**src/hdl/icc_pkg.sv**
```systemverilog
package icc_pkg;

    // ------------------------------------------------------------------
    // Register map
    // ------------------------------------------------------------------
    localparam logic [31:0] ICC_PREVIEW_SIZE_OFS     = 32'hfffc_0020;
    localparam logic [31:0] ICC_PREVIEW_DECIM_OFS    = 32'hfffc_0024;
    localparam logic [31:0] ICC_PREVIEW_DESC_OFS     = 32'hfffc_0028;
    localparam logic [31:0] ICC_CODEC_BASE_OFS       = 32'hfffc_002c;
    localparam logic [31:0] ICC_Y2R_A_OFS            = 32'hfffc_0030;
    localparam logic [31:0] ICC_Y2R_B_OFS            = 32'hfffc_0034;
    localparam logic [31:0] ICC_R2Y_A_OFS            = 32'hfffc_0038;
    localparam logic [31:0] ICC_R2Y_B_OFS            = 32'hfffc_003c;
    localparam logic [31:0] ICC_R2Y_C_OFS            = 32'hfffc_0040;
    localparam logic [31:0] ICC_FORMAT_OFS           = 32'hfffc_0044;
    localparam logic [31:0] ICC_DESC_PTR_OFS         = 32'hfffc_0048;

    // ------------------------------------------------------------------
    // Reset values
    // ------------------------------------------------------------------
    localparam logic [31:0] ICC_PREVIEW_SIZE_RST     = 32'h0000_0000;
    localparam logic [31:0] ICC_PREVIEW_DECIM_RST    = 32'h0000_0010;
    localparam logic [31:0] ICC_PREVIEW_DESC_RST     = 32'h0000_0000;
    localparam logic [31:0] ICC_CODEC_BASE_RST       = 32'h0000_0000;
    localparam logic [31:0] ICC_Y2R_A_RST            = 32'h6832_cc95;
    localparam logic [31:0] ICC_Y2R_B_RST            = 32'h0000_7102;
    localparam logic [31:0] ICC_R2Y_A_RST            = 32'h0132_4145;
    localparam logic [31:0] ICC_R2Y_B_RST            = 32'h0124_5e38;
    localparam logic [31:0] ICC_R2Y_C_RST            = 32'h0138_4a4b;

    // ------------------------------------------------------------------
    // Field positions and limits
    // ------------------------------------------------------------------
    localparam int          ICC_VSIZE_LSB            = 0;
    localparam int          ICC_HSIZE_LSB            = 16;
    localparam logic [31:0] ICC_PREVIEW_SIZE_MASK    = 32'h03ff_03ff;
    localparam logic [31:0] ICC_DECIM_MASK           = 32'h0000_00ff;
    localparam logic [31:0] ICC_WORD_ALIGN_MASK      = 32'hffff_fffc;
    localparam logic [31:0] ICC_Y2R_B_MASK           = 32'h0000_71ff;
    localparam logic [31:0] ICC_R2Y_MASK             = 32'h01ff_ffff;
    localparam int          ICC_Y2R_YOFF_BIT         = 12;
    localparam int          ICC_Y2R_CROFF_BIT        = 13;
    localparam int          ICC_Y2R_CBOFF_BIT        = 14;
    localparam int          ICC_R2Y_OFF_BIT          = 24;
    localparam logic [10:0] ICC_VSIZE_RGB_MAX        = 11'h01e0;
    localparam logic [10:0] ICC_HSIZE_RGB_MAX        = 11'h0280;
    localparam logic [7:0]  ICC_DECIM_MIN            = 8'h10;
    localparam logic [9:0]  ICC_YOFF_VALUE           = 10'h080;
    localparam logic [9:0]  ICC_CROFF_VALUE          = 10'h010;
    localparam logic [9:0]  ICC_CBOFF_VALUE          = 10'h010;
    localparam logic [9:0]  ICC_RGB_OFF_VALUE        = 10'h010;
    localparam int          ICC_STEP128_SHIFT        = 7;
    localparam int          ICC_STEP256_SHIFT        = 8;
    localparam int          ICC_STEP512_SHIFT        = 9;

    typedef struct packed {
        logic [7:0] c0;
        logic [7:0] c1;
        logic [7:0] c2;
    } icc_pixel_type;

endpackage : icc_pkg

```
**src/hdl/icc_matrix.sv**
```systemverilog
`timescale 1ns/1ps
`default_nettype none

// Three-output colour matrix: out_k = clip(sum((in_j * coef) >> shift) + offset).
// Each coefficient has its own shift, so mixed 1/128, 1/256, 1/512 steps share one datapath.
module icc_matrix (
    input  wire logic                   mclk,       // System clock.
    input  wire logic                   rst,        // Asynchronous reset.
    input  wire icc_pkg::icc_pixel_type pix_in,     // Input components.
    input  wire logic [80:0]            coef,       // Nine 9-bit coefficients.
    input  wire logic [35:0]            shift,      // Nine 4-bit shifts.
    input  wire logic [29:0]            offs,       // Three 10-bit offsets.
    output icc_pkg::icc_pixel_type      pix_out     // Clipped outputs.
);
    import icc_pkg::*;

    logic [7:0] comp [3];
    logic [7:0] res  [3];

    assign comp[0] = pix_in.c0;
    assign comp[1] = pix_in.c1;
    assign comp[2] = pix_in.c2;

    genvar k;
    generate
        for (k = 0; k < 3; k = k + 1) begin : g_out
            logic [19:0] sum;
            always_comb begin
                sum = 20'h0_0000;
                for (int j = 0; j < 3; j++) begin
                    sum = sum + 20'((18'(comp[j]) * 18'(coef[(k*3+j)*9 +: 9]))
                                    >> shift[(k*3+j)*4 +: 4]);
                end
                sum = sum + 20'(offs[k*10 +: 10]);
                res[k] = (sum > 20'h0_00ff) ? 8'hff : sum[7:0];
            end
        end
    endgenerate

    always_ff @(posedge mclk or posedge rst) begin
        if (rst) begin
            pix_out <= '0;
        end else begin
            pix_out <= '{c0: res[0], c1: res[1], c2: res[2]};
        end
    end

endmodule // icc_matrix

`default_nettype wire

```
**src/hdl/icc_config.sv**
```systemverilog
// Design decision made here: the address-and-strobe port.
`timescale 1ns/1ps
`default_nettype none

module icc_config (
    input  wire logic                   mclk,            // 200 MHz system clock.
    input  wire logic                   rst,             // Asynchronous reset, active high.
    input  wire logic [31:0]            addr,            // Register byte address.
    input  wire logic [31:0]            wdata,           // Write data.
    input  wire logic                   wr,              // Write strobe.
    input  wire logic                   rd,              // Read strobe.
    output logic [31:0]                 rdata,           // Read data, cycle after rd.
    input  wire logic                   desc_load,       // Datapath advances descriptor.
    input  wire logic [31:0]            desc_next,       // Next descriptor pointer.
    input  wire icc_pkg::icc_pixel_type yuv_in,          // YCrCb pixel in (Y, Cr, Cb).
    input  wire icc_pkg::icc_pixel_type rgb_in,          // RGB pixel in (R, G, B).
    output icc_pkg::icc_pixel_type      rgb_out,         // Converted RGB pixel.
    output icc_pkg::icc_pixel_type      yuv_out,         // Converted YCrCb pixel.
    output logic [10:0]                 preview_height,  // Effective preview lines.
    output logic [10:0]                 preview_width,   // Effective preview pixels.
    output logic [7:0]                  preview_decimation_ratio, // Effective ratio.
    output logic                        decimation_on,   // Decimation active.
    output logic [31:0]                 preview_descriptor_pointer, // Pointer in use.
    output logic [31:0]                 codec_base       // Codec buffer start.
);
    import icc_pkg::*;

    // ------------------------------------------------------------------
    // Registers
    // ------------------------------------------------------------------
    logic [31:0] preview_size;
    logic [31:0] preview_decimation;
    logic [31:0] preview_descriptor_base;
    logic [31:0] desc_ptr;
    logic [31:0] codec_buffer_base;
    logic [31:0] yuv_to_rgb_coeffs_a;
    logic [31:0] yuv_to_rgb_coeffs_b;
    logic [31:0] rgb_to_yuv_coeffs_a;
    logic [31:0] rgb_to_yuv_coeffs_b;
    logic [31:0] rgb_to_yuv_coeffs_c;
    logic        rgb_mode;

    always_ff @(posedge mclk or posedge rst) begin
        if (rst) begin
            preview_size            <= ICC_PREVIEW_SIZE_RST;
            preview_decimation      <= ICC_PREVIEW_DECIM_RST;
            codec_buffer_base       <= ICC_CODEC_BASE_RST;
            yuv_to_rgb_coeffs_a     <= ICC_Y2R_A_RST;
            yuv_to_rgb_coeffs_b     <= ICC_Y2R_B_RST;
            rgb_to_yuv_coeffs_a     <= ICC_R2Y_A_RST;
            rgb_to_yuv_coeffs_b     <= ICC_R2Y_B_RST;
            rgb_to_yuv_coeffs_c     <= ICC_R2Y_C_RST;
            rgb_mode                <= 1'b0;
        end else if (wr) begin
            case (addr)
                ICC_PREVIEW_SIZE_OFS:  preview_size <= wdata & ICC_PREVIEW_SIZE_MASK;
                ICC_PREVIEW_DECIM_OFS: preview_decimation <= wdata & ICC_DECIM_MASK;
                ICC_CODEC_BASE_OFS:    codec_buffer_base <= wdata;
                ICC_Y2R_A_OFS:         yuv_to_rgb_coeffs_a <= wdata;
                ICC_Y2R_B_OFS:         yuv_to_rgb_coeffs_b <= wdata & ICC_Y2R_B_MASK;
                ICC_R2Y_A_OFS:         rgb_to_yuv_coeffs_a <= wdata & ICC_R2Y_MASK;
                ICC_R2Y_B_OFS:         rgb_to_yuv_coeffs_b <= wdata & ICC_R2Y_MASK;
                ICC_R2Y_C_OFS:         rgb_to_yuv_coeffs_c <= wdata & ICC_R2Y_MASK;
                ICC_FORMAT_OFS:        rgb_mode <= wdata[0];
                default: begin
                end
            endcase
        end
    end

    // ------------------------------------------------------------------
    // Descriptor: written base restarts the pointer, datapath advances it
    // ------------------------------------------------------------------
    always_ff @(posedge mclk or posedge rst) begin
        if (rst) begin
            preview_descriptor_base <= ICC_PREVIEW_DESC_RST;
            desc_ptr                <= ICC_PREVIEW_DESC_RST;
        end else if (wr && addr == ICC_PREVIEW_DESC_OFS) begin
            preview_descriptor_base <= wdata & ICC_WORD_ALIGN_MASK;
            desc_ptr                <= wdata & ICC_WORD_ALIGN_MASK;
        end else if (desc_load) begin
            desc_ptr <= desc_next & ICC_WORD_ALIGN_MASK;
        end
    end

    // ------------------------------------------------------------------
    // Read port
    // ------------------------------------------------------------------
    always_ff @(posedge mclk or posedge rst) begin
        if (rst) begin
            rdata <= 32'h0000_0000;
        end else if (rd) begin
            case (addr)
                ICC_PREVIEW_SIZE_OFS:  rdata <= preview_size;
                ICC_PREVIEW_DECIM_OFS: rdata <= preview_decimation;
                ICC_PREVIEW_DESC_OFS:  rdata <= desc_ptr;
                ICC_CODEC_BASE_OFS:    rdata <= codec_buffer_base;
                ICC_Y2R_A_OFS:         rdata <= yuv_to_rgb_coeffs_a;
                ICC_Y2R_B_OFS:         rdata <= yuv_to_rgb_coeffs_b;
                ICC_R2Y_A_OFS:         rdata <= rgb_to_yuv_coeffs_a;
                ICC_R2Y_B_OFS:         rdata <= rgb_to_yuv_coeffs_b;
                ICC_R2Y_C_OFS:         rdata <= rgb_to_yuv_coeffs_c;
                ICC_FORMAT_OFS:        rdata <= {31'h0000_0000, rgb_mode};
                ICC_DESC_PTR_OFS:      rdata <= preview_descriptor_base;
                default:               rdata <= 32'h0000_0000;
            endcase
        end else begin
            rdata <= 32'h0000_0000;
        end
    end

    // ------------------------------------------------------------------
    // Effective preview geometry and decimation
    // ------------------------------------------------------------------
    logic [10:0] next_height;
    logic [10:0] next_width;

    always_comb begin
        next_height = 11'(preview_size[ICC_VSIZE_LSB +: 10]) + 11'h001;
        next_width  = 11'(preview_size[ICC_HSIZE_LSB +: 10]) + 11'h001;
        // The cap is applied only for RGB; YCrCb previews may exceed it.
        if (rgb_mode && next_height > ICC_VSIZE_RGB_MAX) begin
            next_height = ICC_VSIZE_RGB_MAX;
        end
        if (rgb_mode && next_width > ICC_HSIZE_RGB_MAX) begin
            next_width = ICC_HSIZE_RGB_MAX;
        end
    end

    always_ff @(posedge mclk or posedge rst) begin
        if (rst) begin
            preview_height             <= 11'h001;
            preview_width              <= 11'h001;
            preview_decimation_ratio   <= ICC_DECIM_MIN;
            decimation_on              <= 1'b0;
            preview_descriptor_pointer <= ICC_PREVIEW_DESC_RST;
            codec_base                 <= ICC_CODEC_BASE_RST;
        end else begin
            preview_height <= next_height;
            preview_width  <= next_width;
            // Ratios up to 16 are a pass-through, so the output is clamped to 16.
            decimation_on  <= preview_decimation[7:0] > ICC_DECIM_MIN;
            preview_decimation_ratio <= (preview_decimation[7:0] > ICC_DECIM_MIN) ?
                                        preview_decimation[7:0] : ICC_DECIM_MIN;
            preview_descriptor_pointer <= desc_ptr;
            codec_base     <= codec_buffer_base;
        end
    end

    // ------------------------------------------------------------------
    // YCrCb to RGB: R = Y*C0 + Cr*C1, G = Y*C0 - not modelled signed;
    // all coefficients are unsigned magnitudes on a 1/128 grid.
    // ------------------------------------------------------------------
    logic [80:0] y2r_coef;
    logic [35:0] y2r_shift;
    logic [29:0] y2r_offs;
    logic [9:0]  y_off;
    logic [9:0]  cr_off;
    logic [9:0]  cb_off;

    always_comb begin
        y_off  = yuv_to_rgb_coeffs_b[ICC_Y2R_YOFF_BIT]  ? ICC_YOFF_VALUE  : 10'h000;
        cr_off = yuv_to_rgb_coeffs_b[ICC_Y2R_CROFF_BIT] ? ICC_CROFF_VALUE : 10'h000;
        cb_off = yuv_to_rgb_coeffs_b[ICC_Y2R_CBOFF_BIT] ? ICC_CBOFF_VALUE : 10'h000;
        // Rows: R = C0*Y + C1*Cr; G = C0*Y + C2*Cr + C3*Cb; B = C0*Y + C4*Cb.
        y2r_coef = {
            9'(yuv_to_rgb_coeffs_b[8:0]), 9'h000, 9'(yuv_to_rgb_coeffs_a[7:0]),
            9'(yuv_to_rgb_coeffs_a[31:24]), 9'(yuv_to_rgb_coeffs_a[23:16]),
            9'(yuv_to_rgb_coeffs_a[7:0]),
            9'h000, 9'(yuv_to_rgb_coeffs_a[15:8]), 9'(yuv_to_rgb_coeffs_a[7:0])
        };
        y2r_shift = {9{4'(ICC_STEP128_SHIFT)}};
        y2r_offs  = {10'(y_off + cb_off), 10'(y_off + cr_off + cb_off), 10'(y_off + cr_off)};
    end

    icc_matrix u_y2r (
        .mclk    (mclk),
        .rst     (rst),
        .pix_in  (yuv_in),
        .coef    (y2r_coef),
        .shift   (y2r_shift),
        .offs    (y2r_offs),
        .pix_out (rgb_out)
    );

    // ------------------------------------------------------------------
    // RGB to YCrCb: rows A, B, C have steps 1/256-1/128-1/512, 1/128-1/256-1/512, 1/512-1/256-1/128.
    // ------------------------------------------------------------------
    logic [80:0] r2y_coef;
    logic [35:0] r2y_shift;
    logic [29:0] r2y_offs;
    logic [9:0]  r_off;
    logic [9:0]  g_off;
    logic [9:0]  b_off;

    always_comb begin
        // Each set's offset bit lifts only the output that the same set produces.
        r_off = rgb_to_yuv_coeffs_a[ICC_R2Y_OFF_BIT] ? ICC_RGB_OFF_VALUE : 10'h000;
        g_off = rgb_to_yuv_coeffs_b[ICC_R2Y_OFF_BIT] ? ICC_RGB_OFF_VALUE : 10'h000;
        b_off = rgb_to_yuv_coeffs_c[ICC_R2Y_OFF_BIT] ? ICC_RGB_OFF_VALUE : 10'h000;
        r2y_coef = {
            9'(rgb_to_yuv_coeffs_c[23:16]), 9'(rgb_to_yuv_coeffs_c[15:8]),
            9'(rgb_to_yuv_coeffs_c[7:0]),
            9'(rgb_to_yuv_coeffs_b[23:16]), 9'(rgb_to_yuv_coeffs_b[15:8]),
            9'(rgb_to_yuv_coeffs_b[7:0]),
            9'(rgb_to_yuv_coeffs_a[23:16]), 9'(rgb_to_yuv_coeffs_a[15:8]),
            9'(rgb_to_yuv_coeffs_a[7:0])
        };
        r2y_shift = {
            4'(ICC_STEP128_SHIFT), 4'(ICC_STEP256_SHIFT), 4'(ICC_STEP512_SHIFT),
            4'(ICC_STEP512_SHIFT), 4'(ICC_STEP256_SHIFT), 4'(ICC_STEP128_SHIFT),
            4'(ICC_STEP512_SHIFT), 4'(ICC_STEP128_SHIFT), 4'(ICC_STEP256_SHIFT)
        };
        r2y_offs = {b_off, g_off, r_off};
    end

    icc_matrix u_r2y (
        .mclk    (mclk),
        .rst     (rst),
        .pix_in  (rgb_in),
        .coef    (r2y_coef),
        .shift   (r2y_shift),
        .offs    (r2y_offs),
        .pix_out (yuv_out)
    );

endmodule // icc_config

`default_nettype wire

```
**config.mk**
```make
export PLATFORM = sky130hd
export DESIGN_NAME = icc_config
export DESIGN_NICKNAME = d
export VERILOG_FILES = /design/src/hdl/icc_pkg.sv /design/src/hdl/icc_matrix.sv /design/src/hdl/icc_config.sv
export SDC_FILE = /design/constraint.sdc
export NUM_CORES = 2
export LEC_CHECK = 0
export BUFFER_PORTS_ARGS = -buffer_cell sky130_fd_sc_hd__buf_2
export CAP_MARGIN = 10
export CORE_MARGIN = 10
export CORE_UTILIZATION = 30
export CTS_CLUSTER_SIZE = 40
export DETAILED_ROUTE_END_ITERATION = 8
export GPL_ROUTABILITY_DRIVEN = 0
export PLACE_DENSITY = 0.47
export SKIP_LAST_GASP = 1
export SYNTH_ARGS = -nofsm -noshare
export SYNTH_HDL_FRONTEND = slang
export SYNTH_SLANG_ARGS = --single-unit
```
**constraint.sdc**
```tcl
create_clock -name mclk -period 17.2 [get_ports mclk]
set_input_delay 3.44 -clock mclk [delete_from_list [all_inputs] [get_ports mclk]]
set_output_delay 3.44 -clock mclk [all_outputs]
set_load 0.005 [all_outputs]
```
# Word level (Yosys, flattened, before mapping)
# Cells that the tools add are included.
# op_classes
addsub	21
mul	14
magnitude_cmp	9
n_eq_ne	11
n_mux	19
reduce_logical	13
# op_table
cell	n
$eq A32 B32 Y1 const B	11
$pmux W32 S11	1
$mul A8 B8 Y16	13
$gt A20 B8 Y1 const B	6
$mux W32	3
$mux W8	8
$add A20 B10 Y20	3
$add A20 B5 Y20	3
$add A20 B8 Y20	2
$add A20 B9 Y20	2
$mux W5	5
$add A10 B1 Y11 const B	2
$add A10 B10 Y11	2
$add A9 B10 Y11	2
$mux W11	2
$add A8 B5 Y9	2
$reduce_and A2 Y1	9
$mul A8 B9 Y17	1
$add A10 B9 Y11	1
$gt A11 B10 Y1 const B	1
$gt A11 B9 Y1 const B	1
$add A10 B5 Y10	1
$add A8 B9 Y10	1
$gt A8 B5 Y1 const B	1
other kinds (2)	4
# totals
register_bits	417
inputBits	149
output_inout_bits	175
wordCells	111

# Longest topological paths before layout
# depth
word_depth	6
ltp_mapped	38
ltp_nobuf	37

# Modules after synthesis
# From an unflattened synthesis, not the netlist that was laid out.
# hier_totals
hier_cells	9363
area_unflattened_um2	82544.2
# by_module_without_submodules
mod	instances	cells_per_inst	area_per_inst_um2
icc_matrix at u_r2y	1	4184	34011.4
icc_matrix at u_y2r	1	4077	33289.4
icc_config	1	1102	15243.4

# Worst setup path before layout
# Ideal clock, no wire load.
# synth_timing
kind	input port to flip-flop
startpoint	input port rgb_in[16] (netlist bit)
endpoint	register u_r2y.pix_out[3] (netlist bit)
setup_ns	0.173
arrival_time_ns	10.445
slack_ns	6.582
stages	33
cell_sequence	clkbuf_1 -> clkbuf_1 -> nand2_1 -> fa_1 -> fa_1 -> inv_1 -> fa_1 -> inv_1 -> fa_1 -> inv_1 -> ha_1 -> a21o_1 -> a21oi_1 -> o21bai_1 -> a21oi_1 -> o21bai_1 -> xor2_1 -> ha_1 -> inv_1 -> nor2_1 -> nor2_1 -> xnor2_1 -> fa_1 -> inv_1 -> ha_1 -> inv_1 -> o21ai_0 -> a21oi_1 -> nor2b_1 -> o21ai_0 -> mux2i_1 -> nor4b_1 -> o21ai_0
# synth_lines
element	line_no	source
start, declared	icc_config.sv:16	input wire icc_pkg::icc_pixel_type rgb_in,
end signal, assigned	icc_matrix.sv:44	pix_out <= '{c0: res[0], c1: res[1], c2: res[2]};
end, declared	icc_matrix.sv:13	output icc_pkg::icc_pixel_type pix_out

==> out/qor.csv <==
metric,value,unit
status,finished clean,
slowest cell on the critical path,nor4b_2,
"EDFF count, synth",0,
Total GRT Usage,0.167,
Fin. Hold Viols,0,
Max Root-Sink Buffers,3,
post-CTS sizing,0,
Post-CTS Hold Fix Bufs,0,
H-Tree Depth,2,
Slew headroom,0.226,
CP Data Arrival Time,11.17,ns
Startpoint Class,input port,
Die X-Extent,412,µm
post-synth top area share,0.223,
Pwr Total,2.25,mW
num rows,143,
share of cells above drive strength 1,0.147,
First-pass DRT Iterations,7,
drt via density,4.73,
Max Cap Viol,0,
"Avg Cell Area, Syn",9.78,µm²
delay of the slowest critical-path stage,0.54,ns
Post-CTS Repair Setup Buffers,0,
NumNets Final,6145,
top post-synthesis cells by area,"fa_1 22%, dfrtp_1 20%, ha_1 16%",
Post-Route WL,141,mm
"Seq/Total Area, Yosys",0.226,
setup TNS,0,ns
core area,152000,µm²
Synth top cells by count,"764 x inv_1, 580 x and2_1, 574 x ha_1",
synth-to-layout area growth,11.8,%
root buffer cell,clkbuf_16,
Worst Tran Pin Value,1.16,ns
"FF+latch count, synth",413,
Yosys Warn Count,0,
Die H,412,µm
CTS sink count,413,
Cell variety after synth,84,
PD cells,43.7,nW/µm²
post-route minimum period,10.72,ns
achievable frequency,93.3,MHz
VDD IR max,0.0645,mV
Worst setup EP type,flip-flop,
initial antenna violation count,21,
initial DRC count,1766,
I/O pins,324,
DR DRC count,0,
Worst EP required,17.66,ns
Min-Delay Path Class,flip-flop to flip-flop,
DR vias,33049,
clock skew,0.0516,ns
CP Max Fanout,24,
synthesized area,46100,µm²
CTS tree,done,
total CTS buffers,52,
DRT antenna net count,0,
fin crit share,0.623,
RSZ-0062 raised after global routing,no,
Critical Path Most Common Cell,inv_1,
average wire per standard cell,20.2,µm
Worst-Skew Late Latency,0.67,ns
final-report setup violation count,0,
Initial Util,0.303,
"Primary FF master, synth",dfrtp_1,
clock slew at reported path FFs,0.06,ns
Post-Syn Instances,4712,
number of global-route vias before repair,35532,
asr flop ratio synth,1.00,
WS Path Type,input port to flip-flop,
Max Transition Viols Final,0,
GRT overflow,0,
die area,170000,µm²
Pleak,28.3,nW
post-synth top area cell,fa_1,
first-pass GRT wire length,219,mm
port bufs,319,
final HPWL from detailed placement,110,mm
"count leader, synth",inv_1,
largest net degree at the start of global routing,95,
layout make-up:
class | count | area, µm²
Inverter | 764 | 2880
Timing Repair Buffer | 344 | 1780
Clock buffer | 74 | 1490
Antenna cell | 6 | 15.0
Sequential cell | 413 | 10400
Clock inverter | 24 | 307
Tap cell | 2030 | 2540
Fill cell | 15676 | 101000
Multi-Input combinational cell | 3335 | 32100
worst paths after layout:
check,end,startpoint,slack (ns),depth (start not counted)
min in group asynchronous,u_y2r.pix_out[11],rst,2.83,2
min reg2reg,codec_base[5],codec_buffer_base[5],0.40,0
max in group asynchronous,desc_ptr[8],rst,11.99,4
min,codec_base[5],codec_buffer_base[5],0.40,0
max,u_r2y.pix_out[5],rgb_in[19],6.48,32
max reg2reg,u_r2y.pix_out[5],rgb_to_yuv_coeffs_c[4],9.03,32
power by group:
| group | total (mW) | internal, mW | switching [mW] |
|---|---|---|---|
| combinational | 0.113 | 0.0245 | 0.0882 |
| clock | 1.14 | 0.661 | 0.478 |
| sequential | 0.999 | 0.987 | 0.0122 |
| total | 2.25 | 1.67 | 0.578 |
per-stage QoR:
step                      hold WS (ns)  utilization  cell area [µm²]  std cells  setup slack (ns)
final                            0.399        0.338            51500       6990              6.48
after global placement           0.380        0.326            49700       6886              5.77
after detailed placement         0.386        0.326            49700       6886              5.71
after global routing             0.409        0.338            51500       6984              5.82
after floorplan                  0.368            -            46100       4713              2.36
after CTS                        0.399        0.338            51500       6984              6.36
critical path: cells and delay by family:
family / cells / cell delay, ns
muxes: 1 / 0.20
AOI/OAI and AO/OA: 9 / 1.76
and+or+nand+nor: 5 / 0.98
buffers and inverters: 7 / 0.77
adders and majority gates: 8 / 3.48
xor gates and xnor gates: 2 / 0.52
cell families after synthesis:
kind of cell	count (synthesis)	synth area share
xor gates and xnor gates	187	0.0368
other	1	0.0000814
DFF	413	0.226
and+or+nand+nor	1359	0.154
buffers and inverters	965	0.0792
adders and majority gates	1089	0.379
muxes	222	0.0536
AOI/OAI and AO/OA	476	0.0713
registers in the layout, indices dropped and copies added (netlist names), 12 cells and up:
register,count
codec_base,32
codec_buffer_base,32
desc_ptr,30
preview_descriptor_base,30
preview_descriptor_pointer,30
preview_size,20
rdata,32
rgb_to_yuv_coeffs_a,25
rgb_to_yuv_coeffs_b,25
rgb_to_yuv_coeffs_c,25
u_r2y.pix_out,24
u_y2r.pix_out,24
yuv_to_rgb_coeffs_a,32
yuv_to_rgb_coeffs_b,12
cells in the final DEF, fill, tap and decap left out, types with 57 or more instances in the layout:
master,count
a22oi_1,57
dfrtp_1,359
and2_1,578
nand2_1,463
buf_2,319
nor2_1,104
inv_1,763
ha_1,574
fa_1,512
mux2_2,183
xor2_1,59
a21oi_1,115
xnor2_1,122
o21ai_0,81
metal layers:
layer | share of wire | global-route usage | routed length, µm
met3 | 0.059 | 0.0327 | 8350
met4 | 0.016 | 0.0292 | 2220
met5 | 0.00096 | 0 | 136
met1 | 0.47 | 0.229 | 66000
met2 | 0.46 | 0.273 | 64500
Power figures use the tool's default switching activity.
